===== config.mk =====
export PLATFORM = sky130hd
export DESIGN_NAME = fcrd_fault_retry
export DESIGN_NICKNAME = d
export VERILOG_FILES = /design/src/verilog/fcrd_fault_retry.v /design/src/verilog/fcrd_sync.v /design/src/verilog/fcrd_delay_timer.v
export VERILOG_INCLUDE_DIRS = /design/src /design/src/verilog
export SDC_FILE = /design/constraint.sdc
export NUM_CORES = 1
export LEC_CHECK = 0
export BUFFER_PORTS_ARGS = -buffer_cell sky130_fd_sc_hd__buf_2
export CAP_MARGIN = 20
export CELL_PAD_IN_SITES_DETAIL_PLACEMENT = 1
export CELL_PAD_IN_SITES_GLOBAL_PLACEMENT = 2
export CORE_UTILIZATION = 34
export CTS_BUF_LIST = sky130_fd_sc_hd__clkbuf_16
export CTS_CLUSTER_DIAMETER = 80
export DETAILED_ROUTE_END_ITERATION = 12
export GPL_ROUTABILITY_DRIVEN = 0
export PLACE_DENSITY_LB_ADDON = 0.1
export SETUP_SLACK_MARGIN = 0.5
export SYNTH_ARGS = -nofsm -noshare
export SYNTH_HDL_FRONTEND = slang
export SYNTH_SLANG_ARGS = --single-unit

===== constraint.sdc =====
create_clock -name i_ref_clk -period 3.9 [get_ports i_ref_clk]
set_input_delay 0.585 -clock i_ref_clk [delete_from_list [all_inputs] [get_ports i_ref_clk]]
set_output_delay 0.585 -clock i_ref_clk [all_outputs]
set_load 0.02 [all_outputs]

===== src/verilog/fcrd_defines.vh =====
// Register map, field layout and timing constants of the fault retry block
`ifndef FCRD_DEFINES_VH
`define FCRD_DEFINES_VH

// Clock period and default length of one delay time unit
`define FCRD_CLK_NS 8
`define FCRD_UNIT_NS 1000

// Byte offsets of the registers, one aligned word each
`define FCRD_OFS_RESP 8'h00
`define FCRD_OFS_UNIT 8'h04
`define FCRD_OFS_CTRL 8'h08
`define FCRD_OFS_STATUS 8'h0c
`define FCRD_OFS_MASK 8'h10
`define FCRD_OFS_STATE 8'h14
`define FCRD_OFS_COUNT 8'h18

// Fault response byte: delay count, retry count, response mode
`define FCRD_DLY_F 2:0
`define FCRD_TRY_F 5:3
`define FCRD_MODE_F 7:6
`define FCRD_RESP_RST 8'h80
`define FCRD_TRY_NONE 3'h0
`define FCRD_TRY_LOOP 3'h7
`define FCRD_MODE_IGNORE 2'h0
`define FCRD_MODE_DELAY 2'h1
`define FCRD_MODE_RETRY 2'h2
`define FCRD_MODE_DISABLE 2'h3

// Control register: output on command, clear faults strobe
`define FCRD_CTRL_ON 0
`define FCRD_CTRL_CLR 1
`define FCRD_CTRL_ON_RST 1'h1

// Event bits shared by status and mask
`define FCRD_EV_W 4
`define FCRD_EV_FAULT 0
`define FCRD_EV_TRY 1
`define FCRD_EV_LATCH 2
`define FCRD_EV_OK 3

`endif


===== src/verilog/fcrd_fault_retry.v =====
// Fault response sequencer: delay, retry and latch-off with registers
//
// Local design decisions: the Avalon-MM register port and the placing of the registers.
`timescale 1ns/1ps
`default_nettype none
`include "fcrd_defines.vh"

// What this block does
// - Retry field 1 to 6 gives that many restarts
// - All attempts failed: output stays off until cleared
// - Retry field all ones retries until stopped
// - Attempt starts spaced by delay times unit
// - Delay field times operation and retry spacing
// - Delay field decodes as power-of-two units
// - Unit length comes from its own register
// - Retry field zero: no restart, stay off
// - Delayed mode runs on, then retries if fault
// - Latched fault clears by listed clearing actions
module fcrd_fault_retry #(
   parameter UNIT_W = 16,
   parameter [UNIT_W-1:0] UNIT_RST = `FCRD_UNIT_NS / `FCRD_CLK_NS
) (
   // Clock and reset
   input wire i_ref_clk,
   input wire i_reset,
   // Avalon-MM slave
   input wire [7:0] i_avs_address,
   input wire i_avs_read,
   input wire i_avs_write,
   input wire [3:0] i_avs_byteenable,
   input wire [31:0] i_avs_writedata,
   output reg [31:0] o_avs_readdata,
   output wire o_avs_waitrequest,
   // Asynchronous pins
   input wire i_fault,
   input wire i_other_fault,
   input wire i_ctrl_pin,
   input wire i_bias_ok,
   // Power stage and interrupt
   output reg o_out_en,
   output wire o_irq
);

////////////////////////////////////////////////////////////////////////////
// State codes, one-hot
localparam [6:0] ST_OFF = 7'h01;
localparam [6:0] ST_RUN = 7'h02;
localparam [6:0] ST_HOLD = 7'h04;
localparam [6:0] ST_DIS = 7'h08;
localparam [6:0] ST_WAIT = 7'h10;
localparam [6:0] ST_TRY = 7'h20;
localparam [6:0] ST_LATCH = 7'h40;

////////////////////////////////////////////////////////////////////////////
// Declarations
wire [3:0] pins_s;
wire fault_s, other_s, pin_on_s, bias_s;
reg fault_d_r;
reg [7:0] resp_r;
reg [UNIT_W-1:0] unit_r;
reg op_on_r;
reg [`FCRD_EV_W-1:0] status_r, status_nxt;
reg [`FCRD_EV_W-1:0] mask_r;
reg [7:0] count_r;
reg ack_r;
wire acc, wr_go, clr_cmd, clr_latch, enable;
wire [7:0] wr_b0;
reg [6:0] state_r, state_nxt;
reg [2:0] tries_r, tries_nxt;
reg fail_r, fail_nxt;
reg tmr_start;
reg [`FCRD_EV_W-1:0] ev;
wire tmr_done;
wire [2:0] dly_f, try_f;
wire [1:0] mode_f;

////////////////////////////////////////////////////////////////////////////
// Pin synchronisers; pins come from outside the clock domain
fcrd_sync #(
   .W(4),
   .RST(4'h0)
) u_sync (
   .i_ref_clk(i_ref_clk),
   .i_reset(i_reset),
   .i_async({i_bias_ok, i_ctrl_pin, i_other_fault, i_fault}),
   .o_sync(pins_s)
);

assign fault_s = pins_s[0];
assign other_s = pins_s[1];
assign pin_on_s = pins_s[2];
assign bias_s = pins_s[3];

// Fields of the fault response byte
assign dly_f = resp_r[`FCRD_DLY_F];
assign try_f = resp_r[`FCRD_TRY_F];
assign mode_f = resp_r[`FCRD_MODE_F];

////////////////////////////////////////////////////////////////////////////
// Delay timer, shared by run-on time and retry spacing
fcrd_delay_timer #(
   .UNIT_W(UNIT_W),
   .CNT_W(8)
) u_timer (
   .i_ref_clk(i_ref_clk),
   .i_reset(i_reset),
   .i_start(tmr_start),
   .i_unit(unit_r),
   .i_field(dly_f),
   .o_done(tmr_done),
   .o_busy()
);

////////////////////////////////////////////////////////////////////////////
// Bus handshake: every access waits exactly one cycle
assign acc = (i_avs_read | i_avs_write) & ~ack_r;
assign o_avs_waitrequest = (i_avs_read | i_avs_write) & ~ack_r;
// Writes land on the edge where waitrequest is seen low
assign wr_go = i_avs_write & ack_r;
assign wr_b0 = i_avs_byteenable[0] ? i_avs_writedata[7:0] : 8'h00;

// Clearing strobes from software
assign clr_cmd = wr_go & (i_avs_address == `FCRD_OFS_CTRL) &
   wr_b0[`FCRD_CTRL_CLR];
assign clr_latch = clr_cmd | (wr_go &
   (i_avs_address == `FCRD_OFS_STATUS) & wr_b0[`FCRD_EV_LATCH]);

// Output allowed only with bias, pin and command all on
assign enable = bias_s & pin_on_s & op_on_r;

always @(posedge i_ref_clk) begin
   if (i_reset) begin
      ack_r <= 1'b0;
   end else begin
      ack_r <= acc;
   end
end

////////////////////////////////////////////////////////////////////////////
// Read data captured at acceptance so it stands when waitrequest drops
always @(posedge i_ref_clk) begin
   if (i_reset) begin
      o_avs_readdata <= 32'h0000_0000;
   end else if (acc & i_avs_read) begin
      case (i_avs_address)
         `FCRD_OFS_RESP: o_avs_readdata <= {24'h00_0000, resp_r};
         `FCRD_OFS_UNIT: o_avs_readdata <= {{(32-UNIT_W){1'b0}}, unit_r};
         `FCRD_OFS_CTRL: o_avs_readdata <= {31'h0000_0000, op_on_r};
         `FCRD_OFS_STATUS: o_avs_readdata <= {28'h000_0000, status_r};
         `FCRD_OFS_MASK: o_avs_readdata <= {28'h000_0000, mask_r};
         `FCRD_OFS_STATE: o_avs_readdata <= {13'h0000, fault_s, tries_r,
            o_out_en, 7'h00, state_r};
         `FCRD_OFS_COUNT: o_avs_readdata <= {24'h00_0000, count_r};
         default: o_avs_readdata <= 32'h0000_0000;
      endcase
   end
end

////////////////////////////////////////////////////////////////////////////
// Software-written configuration
always @(posedge i_ref_clk) begin
   if (i_reset) begin
      resp_r <= `FCRD_RESP_RST;
      unit_r <= UNIT_RST;
      op_on_r <= `FCRD_CTRL_ON_RST;
      mask_r <= {`FCRD_EV_W{1'b0}};
   end else if (wr_go) begin
      case (i_avs_address)
         `FCRD_OFS_RESP: begin
            if (i_avs_byteenable[0]) begin
               resp_r <= i_avs_writedata[7:0];
            end
         end
         `FCRD_OFS_UNIT: begin
            if (i_avs_byteenable[0]) begin
               unit_r[7:0] <= i_avs_writedata[7:0];
            end
            if (i_avs_byteenable[1]) begin
               unit_r[UNIT_W-1:8] <= i_avs_writedata[UNIT_W-1:8];
            end
         end
         `FCRD_OFS_CTRL: begin
            if (i_avs_byteenable[0]) begin
               op_on_r <= i_avs_writedata[`FCRD_CTRL_ON];
            end
         end
         `FCRD_OFS_MASK: begin
            if (i_avs_byteenable[0]) begin
               mask_r <= i_avs_writedata[`FCRD_EV_W-1:0];
            end
         end
         default: mask_r <= mask_r;
      endcase
   end
end

////////////////////////////////////////////////////////////////////////////
// Sequencer next state; a fault shutdown goes to the retry path, latches, or in disable mode waits in ST_DIS
always @* begin
   state_nxt = state_r;
   tries_nxt = tries_r;
   fail_nxt = fail_r;
   tmr_start = 1'b0;
   ev = {`FCRD_EV_W{1'b0}};
   ev[`FCRD_EV_FAULT] = fault_s & ~fault_d_r;
   if (!enable && state_r != ST_OFF) begin
      // Commanded off or bias lost: stop and forget the fault
      state_nxt = ST_OFF;
   end else if (other_s && state_r != ST_OFF &&
      state_r != ST_LATCH) begin
      // A different fault forces shutdown, even mid retry
      state_nxt = ST_LATCH;
      ev[`FCRD_EV_LATCH] = 1'b1;
   end else begin
      case (state_r)
         ST_OFF: begin
            // Off then on again clears any latched fault
            if (enable) begin
               state_nxt = ST_RUN;
            end
         end
         ST_RUN: begin
            if (fault_s) begin
               case (mode_f)
                  `FCRD_MODE_DELAY: begin
                     state_nxt = ST_HOLD;
                     tmr_start = 1'b1;
                  end
                  `FCRD_MODE_RETRY: begin
                     if (try_f == `FCRD_TRY_NONE) begin
                        state_nxt = ST_LATCH;
                        ev[`FCRD_EV_LATCH] = 1'b1;
                     end else begin
                        state_nxt = ST_WAIT;
                        tries_nxt = try_f;
                        tmr_start = 1'b1;
                     end
                  end
                  `FCRD_MODE_DISABLE: begin
                     state_nxt = ST_DIS;
                  end
                  default: begin
                     state_nxt = ST_RUN;
                  end
               endcase
            end
         end
         ST_HOLD: begin
            // Keep running for the delay, then judge the fault
            if (tmr_done) begin
               if (!fault_s) begin
                  state_nxt = ST_RUN;
               end else if (try_f == `FCRD_TRY_NONE) begin
                  state_nxt = ST_LATCH;
                  ev[`FCRD_EV_LATCH] = 1'b1;
               end else begin
                  state_nxt = ST_WAIT;
                  tries_nxt = try_f;
                  tmr_start = 1'b1;
               end
            end
         end
         ST_DIS: begin
            // Off only while the fault stands
            if (!fault_s) begin
               state_nxt = ST_RUN;
            end
         end
         ST_WAIT: begin
            // Output off for one interval before the first attempt
            if (tmr_done) begin
               state_nxt = ST_TRY;
               tmr_start = 1'b1;
               fail_nxt = 1'b0;
               ev[`FCRD_EV_TRY] = 1'b1;
               if (tries_r != `FCRD_TRY_LOOP) begin
                  tries_nxt = tries_r - 3'h1;
               end
            end
         end
         ST_TRY: begin
            // A fault inside the attempt turns the output off at once
            if (fault_s) begin
               fail_nxt = 1'b1;
            end
            if (tmr_done) begin
               if (!(fail_r | fault_s)) begin
                  state_nxt = ST_RUN;
                  ev[`FCRD_EV_OK] = 1'b1;
               end else if (tries_r == `FCRD_TRY_LOOP ||
                  tries_r != `FCRD_TRY_NONE) begin
                  // Next attempt starts one interval after the last
                  tmr_start = 1'b1;
                  fail_nxt = 1'b0;
                  ev[`FCRD_EV_TRY] = 1'b1;
                  if (tries_r != `FCRD_TRY_LOOP) begin
                     tries_nxt = tries_r - 3'h1;
                  end
               end else begin
                  state_nxt = ST_LATCH;
                  ev[`FCRD_EV_LATCH] = 1'b1;
               end
            end
         end
         ST_LATCH: begin
            // Stays off until software clears it or enable drops and sends it to ST_OFF
            if (clr_latch) begin
               state_nxt = ST_RUN;
            end
         end
         default: begin
            state_nxt = ST_OFF;
         end
      endcase
   end
end

////////////////////////////////////////////////////////////////////////////
// Sequencer registers and output enable
always @(posedge i_ref_clk) begin
   if (i_reset) begin
      state_r <= ST_OFF;
      tries_r <= 3'h0;
      fail_r <= 1'b0;
      fault_d_r <= 1'b0;
      o_out_en <= 1'b0;
      count_r <= 8'h00;
   end else begin
      state_r <= state_nxt;
      tries_r <= tries_nxt;
      fail_r <= fail_nxt;
      fault_d_r <= fault_s;
      o_out_en <= (state_nxt == ST_RUN) | (state_nxt == ST_HOLD) |
         ((state_nxt == ST_TRY) & ~fail_nxt);
      // Attempt counter saturates rather than wraps
      if (ev[`FCRD_EV_TRY] && count_r != 8'hff) begin
         count_r <= count_r + 8'h01;
      end
   end
end

////////////////////////////////////////////////////////////////////////////
// Sticky status; a new event wins over a clear in the same cycle
always @* begin
   status_nxt = status_r;
   if (wr_go && i_avs_address == `FCRD_OFS_STATUS) begin
      status_nxt = status_r & ~wr_b0[`FCRD_EV_W-1:0];
   end
   if (clr_cmd) begin
      status_nxt = {`FCRD_EV_W{1'b0}};
   end
   status_nxt = status_nxt | ev;
end

always @(posedge i_ref_clk) begin
   if (i_reset) begin
      status_r <= {`FCRD_EV_W{1'b0}};
   end else begin
      status_r <= status_nxt;
   end
end

// Level interrupt while any unmasked status bit is set
assign o_irq = |(status_r & mask_r);

endmodule
`default_nettype wire


===== src/verilog/fcrd_sync.v =====
// Two flip-flop synchroniser for asynchronous pin levels
`timescale 1ns/1ps
`default_nettype none

module fcrd_sync #(
   parameter W = 4,
   parameter [W-1:0] RST = {W{1'b0}}
) (
   // Clock and reset
   input wire i_ref_clk,
   input wire i_reset,
   // Levels in and out
   input wire [W-1:0] i_async,
   output wire [W-1:0] o_sync
);

reg [W-1:0] meta_r;
reg [W-1:0] sync_r;

// First stage feeds only the second stage
always @(posedge i_ref_clk) begin
   if (i_reset) begin
      meta_r <= RST;
      sync_r <= RST;
   end else begin
      meta_r <= i_async;
      sync_r <= meta_r;
   end
end

assign o_sync = sync_r;

endmodule
`default_nettype wire


===== src/verilog/fcrd_delay_timer.v =====
// Delay timer: power-of-two count of programmable time units
`timescale 1ns/1ps
`default_nettype none

module fcrd_delay_timer #(
   parameter UNIT_W = 16,
   parameter CNT_W = 8
) (
   // Clock and reset
   input wire i_ref_clk,
   input wire i_reset,
   // Start strobe, unit length in cycles, delay field
   input wire i_start,
   input wire [UNIT_W-1:0] i_unit,
   input wire [2:0] i_field,
   // Expiry pulse and busy level
   output wire o_done,
   output wire o_busy
);

reg [UNIT_W-1:0] pre_r;
reg [CNT_W-1:0] units_r;
reg busy_r;
reg done_r;
wire tick;

// Field n means 2**n units, so field 2 gives 4
function [CNT_W-1:0] units_of;
   input [2:0] f;
   begin
      units_of = {{(CNT_W-1){1'b0}}, 1'b1} << f;
   end
endfunction

// A unit length of zero is treated as one cycle
assign tick = (pre_r == i_unit - 1'b1) | (i_unit == {UNIT_W{1'b0}});

// Prescaler counts cycles of a unit, then units count down
always @(posedge i_ref_clk) begin
   if (i_reset) begin
      pre_r <= {UNIT_W{1'b0}};
      units_r <= {CNT_W{1'b0}};
      busy_r <= 1'b0;
      done_r <= 1'b0;
   end else begin
      done_r <= 1'b0;
      if (i_start) begin
         pre_r <= {UNIT_W{1'b0}};
         units_r <= units_of(i_field) - 1'b1;
         busy_r <= 1'b1;
      end else if (busy_r) begin
         if (tick) begin
            pre_r <= {UNIT_W{1'b0}};
            if (units_r == {CNT_W{1'b0}}) begin
               busy_r <= 1'b0;
               done_r <= 1'b1;
            end else begin
               units_r <= units_r - 1'b1;
            end
         end else begin
            pre_r <= pre_r + 1'b1;
         end
      end
   end
end

assign o_done = done_r;
assign o_busy = busy_r;

endmodule
`default_nettype wire


# Word level (Yosys, flattened, before mapping)
# Cells that the tools add are included.
[op_classes]
addsub = 6
n_mul = 0
n_div = 0
n_lt_le_gt_ge = 0
n_eq_ne = 34
shift = 1
muxes = 76
bitwise = 28
reduce_logical = 25
[ops]
columns = ["operator", "count"]
rows = [
  ["19-bit case mux with 7 select lines", 1],
  ["7-bit 2-to-1 mux", 13],
  ["7-bit case mux with 7 select lines", 1],
  ["3-bit 2-to-1 mux", 12],
  ["1-bit 2-to-1 mux", 33],
  ["8-bit 2-to-1 mux", 4],
  ["8-bit by 5-bit equality test with 1-bit output (second input constant)", 3],
  ["7-bit case mux with 3 select lines", 1],
  ["3-bit AND reduction", 6],
  ["16-bit by 1-bit adder with 16-bit output (second input constant)", 1],
  ["16-bit equality test", 1],
  ["8-bit by 4-bit equality test with 1-bit output (second input constant)", 2],
  ["16-bit zero test", 1],
  ["8-bit zero test", 2],
  ["16-bit 2-to-1 mux", 1],
  ["16-bit by 1-bit subtractor with 16-bit output (second input constant)", 1],
  ["8-bit by 1-bit subtractor with 8-bit output (second input constant)", 2],
  ["7-bit by 2-bit equality test with 1-bit output (second input constant)", 2],
  ["7-bit by 3-bit equality test with 1-bit output (second input constant)", 2],
  ["7-bit by 6-bit equality test with 1-bit output (second input constant)", 2],
  ["4-bit 2-to-1 mux", 3],
  ["2-bit by 1-bit inequality test with 1-bit output (second input constant)", 6],
  ["3-bit case mux with 4 select lines", 1],
  ["1-bit AND", 11],
  ["other kinds (35)", 58],
]
[totals]
ff_bits = 121
latchBits = 0
mem_bits_rw = 0
romBits = 0
inputBits = 52
out_inout_bits = 35
elab_cells = 190
memories = 0

# Logic depth before layout (Yosys ltp)
[depth]
ltp_word = 11
depth_mapped = 16
depth_no_buf = 15

# Hierarchy
# Synthesis repeated with hierarchy kept, for this count alone.
[unflattened]
cells_unflattened = 796
hier_area_um2 = 6643.9
[by_module_without_submodules]
columns = ["module", "n_inst", "cells_each", "area_each_um2", "seq_area_each_um2"]
rows = [
  ["fcrd_fault_retry", 1, 505, 4201.5, 1481.4],
  ["fcrd_delay_timer", 1, 275, 2232.1, 520.5],
  ["fcrd_sync", 1, 16, 210.2, 160.2],
]

# Worst setup path after synthesis
# OpenSTA, ideal clock, no wires.
[synth_path]
path_kind = "reg-to-reg"
startpoint = "reg state_r[5]"
endpoint = "reg u_timer.units_r[4]"
setup_time_ps = 58
t_arrival_ps = 3025
t_required_ps = 3842
path_slack_ps = 817
stages_incl_launch_ff = 15
path_buffers = 2
period_less_slack_ps = 3083
path_cell_list = "dfxtp_1 clkbuf_1 or4b_2 o21ai_0 a21o_1 o21ai_1 nor4b_1 a21oi_1 ha_1 clkbuf_1 nor3_1 a21o_1 a21oi_1 a21oi_1 o21a_1"
[synth_via]
elab_chain_len = 7
word_cells_on_any_way = 17
cone_classes = "7 x eq/ne; 4 x mux; 6 x reduce/logical"
[synth_rtl]
columns = ["element", "line_no", "source"]
rows = [
  ["start: declaration", "fcrd_fault_retry.v:68", "reg [6:0] state_r, state_nxt;"],
  ["start signal: assignment", "fcrd_fault_retry.v:329", "state_r <= state_nxt;"],
  ["parallel branches: the longest is 4 deep, another holds 7-bit by 6-bit equality test with 1-bit output", "-", ""],
  ["1-bit 2-to-1 mux *", "fcrd_fault_retry.v:206", "if (!enable && state_r != ST_OFF) begin"],
  ["2-bit inequality test (no source line) or 2-bit nonzero test (tied branches)", "-", ""],
  ["3-bit AND reduction (no source line)", "-", ""],
  ["end signal: assignment", "fcrd_delay_timer.v:42", "units_r <= {CNT_W{1'b0}};"],
  ["end signal: assignment", "fcrd_delay_timer.v:49", "units_r <= units_of(i_field) - 1'b1;"],
  ["end signal: assignment", "fcrd_delay_timer.v:58", "units_r <= units_r - 1'b1;"],
  ["end: declaration", "fcrd_delay_timer.v:22", "reg [CNT_W-1:0] units_r;"],
]
# Mark *: on every way between the ends.
# A chain may end at the register's enable or synchronous reset.

# Final worst setup path
[layout_path]
startpoint = "reg unit_r[1]"
endpoint = "reg u_timer.units_r[5]"
[layout_via]
elab_chain_len = 5
word_cells_on_any_way = 6
cone_classes = "1 x add/sub; 1 x eq/ne; 1 x bitwise; 3 x reduce/logical"
[layout_rtl]
columns = ["element", "line_no", "source"]
rows = [
  ["start: declaration", "fcrd_fault_retry.v:60", "reg [UNIT_W-1:0] unit_r;"],
  ["start signal: assignment", "fcrd_fault_retry.v:176", "unit_r[7:0] <= i_avs_writedata[7:0];"],
  ["start signal: indexed assignment", "fcrd_fault_retry.v:179", "unit_r[UNIT_W-1:8] <= i_avs_writedata[UNIT_W-1:8];"],
  ["16-bit by 1-bit subtractor with 16-bit output", "fcrd_delay_timer.v:36", "assign tick = (pre_r == i_unit - 1'b1) | (i_unit == {UNIT_W{1'b0}});"],
  ["16-bit equality test", "fcrd_delay_timer.v:36", ""],
  ["1-bit bitwise OR *", "fcrd_delay_timer.v:36", ""],
  ["2-bit nonzero test (no source line) *", "-", ""],
  ["3-bit AND reduction (no source line) *", "-", ""],
]
# Every way passes the cells marked *; elsewhere a longest branch is shown, timed or not.

==> flow_summary.toml <==
[clock_tree]
root_buffer = "clkbuf_16"
clock_sinks = 108
clk_pin_slew_ns = 0.08
cts.htree.levels = 3
cts_hold_buf = 0
insertion_delay_ns = 0.37
cts.path.max_buffers = 2
cts_tree = "done"
cts_buffers = 9

[placement]
io_buffer_count = 55
dpl_worst_slack_ns = 0.4877
dp_hpwl_mm = 14.42

[hold_path]
min_delay_worst_endpoint = "u_sync.meta_r[3]"
hp-class = "primary input to flop"
hp-start = "i_bias_ok"
worstHoldPathCells = 2

[finish]
synthToLayoutAreaGrowth_pct = 12.63
drive_above_1_share_pct = 14.20
finalNetCount = 848
diodes = 0
fillCellCount = 2090
finish.utilization_pct = 39.46

[floorplanning]
dieArea_um2 = 18490
die_h_um = 136.0
initial_utilization_pct = 35.04
ios = 87
die_w_um = 136.0
fp.coreArea_um2 = 17420
row_count = 48

[worst_setup_path]
start_kind = "flop"
cp_cell_sequence = "inv_1 -> ha_2 -> or4b_4 -> or3_1 -> and3_1 -> o31a_1 -> nor4_4 -> o21ai_2 -> nand4bb_1 -> and3_1"
slowest_stage = "or4b_4"
crit_path_start = "unit_r[1]"
worstPathArrival_ns = 3.43
critPathKind = "flop to flop"
worstPathMaxFanout = 9
cpMostUsedCell = "and3_1"
reg2reg_from = "unit_r[1]"
required_ns = 4.17
r2r_cells = 10
r2r-end = "u_timer.units_r[5]"
r2r_slack_ns = 0.74
cp-end-kind = "flop"
slowest_delay_ns = 0.53

[synthesis]
synthCells = 747
synth_top_area_cell = "dfxtp_1"
syn-cell-area_um2 = 6102
synth_area_per_cell_um2 = 8.169
ys_warn_count = 0
synth.area.top_cells = "dfxtp_1 (35%), nor2_1 (6.0%), mux2i_1 (4.3%), nand2_1 (3.4%), xnor2_1 (3.2%)"
synthDominantCellAreaShare_pct = 35.43
async_reset_ff_share_pct = 0
synth_seq_cells = 108
synth-edff-count = 0
synth_cell_types = 75
synth_ff_type = "dfxtp_1"
yosysSeqAreaShare_pct = 35.43

[sta]
max_freq_mhz = 316.4
rsz0062_at_grt = "no"
fin_skew_ns = 0.01084
hold_viol_final = 0
tns_ns = 0
slew_viol_final = 0
relSlewSlack_pct = 35.63
period_needed_ns = 3.161
layout_setup_ws_ns = 0.7395
setup_viol = 0
min_period_over_period_pct = 81.04
max_slew.worst_pin.slew_ns = 0.9581

[global_routing]
antenna_found_initial = 0
grt.total_usage_pct = 21.25
overflow = 0
grt_pass1_wl_mm = 30.13
grt_max_degree = 59
grt_pass1_vias = 5476

[power_and_ir_drop]
leakagePower_nw = 2.744
cellPowerDensity_nw_per_um2 = 304.9
vdd_ir_drop_max_v = 0.0002343

[drt]
via_count = 5607
drt-initial-drc-count = 328
wl_per_cell_um = 18.83
firstDrtPassIters = 5
vias_per_cell = 5.530
wl_mm = 19.09
remaining_drc_errors = 0
ant_nets = 0

[job]
cap_violations = 0

[run_status]
status = "finished, final reports clean"
-- how the worst max path moves through the flow --
stage	to	slack (ns)	cells after the start
6_report	u_timer.units_r[5]	0.74	10
5_1_grt	u_timer.units_r[5]	0.57	10
4_1_cts	u_timer.units_r[6]	0.53	11
3_5_place_dp	u_timer.pre_r[6]	0.49	10
3_3_place_gp	u_timer.units_r[6]	0.39	12
2_1_floorplan	u_timer.units_r[4]	0.82	14
-- what timing repair did --
| item | in CTS | in global routing |
|---|---|---|
| pin swaps | 0 | 1 |
| gates resized for setup | 2 | 8 |
| setup buffers | 0 | 1 |
| setup endpoints to repair | 18 | 19 |
-- cell usage after synthesis, drive strengths merged, types with 16 or more instances --
master / count
nor3: 21
a21oi: 36
xor2: 20
nand2: 55
dfxtp: 108
nand3: 29
inv: 22
and3: 17
clkbuf: 40
buf: 18
xnor2: 22
mux2i: 26
o21ai: 24
a22oi: 16
nor2: 99
nor4: 18
-- state kept, by name, summed over array words and instances, names as in the netlist --
signal and cells:
count_r 8, fail_r 1, o_out_en 1, resp_r 8, ack_r 1, u_timer.pre_r 16
mask_r 4, u_timer.o_busy 1, status_r 4, op_on_r 1, unit_r 16, tries_r 3
state_r 7, fault_d_r 1, o_avs_readdata 19, u_sync.meta_r 4, u_sync.o_sync 4, u_timer.units_r 8
u_timer.o_done 1
-- routing by layer --
| layer | vias up | track usage (%) | part of all wire, % | wire, µm |
|---|---|---|---|---|
| met5 | - | 0 | 0 | 0 |
| met4 | 0 | 6.975 | 1.7 | 328 |
| met3 | 22 | 3.244 | 3.8 | 734 |
| met2 | 118 | 34.21 | 46 | 8761 |
| met1 | 2729 | 28.89 | 49 | 9267 |
| li1 | 2738 | - | - | - |
-- cells by family (layout without fill, tap and decap cells) --
family | count (synthesis) | after routing | share of synthesized area, %
xor gates and xnor gates | 43 | 43 | 6.397
other | 1 | 13 | 0.06145
and+or+nand+nor | 316 | 316 | 26.45
DFF | 108 | 108 | 35.43
buffers and inverters | 80 | 110 | 6.049
AOI/OAI and AO/OA | 159 | 159 | 18.52
adders and majority gates | 12 | 12 | 2.460
muxes | 28 | 28 | 4.634
-- power breakdown --
group	leakage (nW)	internal (mW)	switching, mW
logic	1.73	0.0294	0.0715
registers	0.873	1.11	0.00352
clock network	0.140	0.433	0.451
-- placed cells by master, fill, tap and decap left out, drive strengths merged, types with 13 or more instances in the layout --
cell / synthesis / layout
xor2: 20 / 20
dfxtp: 108 / 108
mux2i: 26 / 26
a22oi: 16 / 16
buf: 18 / 72
inv: 22 / 25
nor4: 18 / 18
o21ai: 24 / 24
nor3: 21 / 21
nand3: 29 / 29
o211ai: 14 / 14
nand2: 55 / 55
nor2b: 15 / 15
conb: 1 / 13
xnor2: 22 / 22
nor2: 99 / 99
a21oi: 36 / 36
and3: 17 / 17
-- cell type report --
cell class | count | area, µm² | share of cell area [%]
flip-flops and latches | 108 | 2163 | 31.48
multi-input cells | 571 | 3662 | 53.29
clock inverters | 7 | 45.04 | 0.6554
repair buffers | 72 | 412.9 | 6.008
well taps | 225 | 281.5 | 4.096
clock buffers | 9 | 225.2 | 3.277
inverters | 22 | 82.58 | 1.202
-- worst max-delay path: cells and delay by family (launching register included) --
kind | cells | cell delay, ns
AND/OR/NAND/NOR | 6 | 1.86
AO/OA/AOI/OAI | 2 | 0.48
flip-flops | 1 | 0.37
adder cells (fa/ha/maj) | 1 | 0.27
buffers and inverters | 1 | 0.08
-- stage by stage --
step	total power, mW	instance area (µm²)	hold WS, ns	std cells
finish	2.095	6873	0.4294	1014
global route	2.179	6873	0.4385	1014
CTS	2.121	6814	0.4182	1013
detailed placement	1.235	6535	0.4317	997
global placement	1.233	6530	0.4295	996
floorplan	1.203	6147	0.4138	759
(Power assumes the default switching activity.)
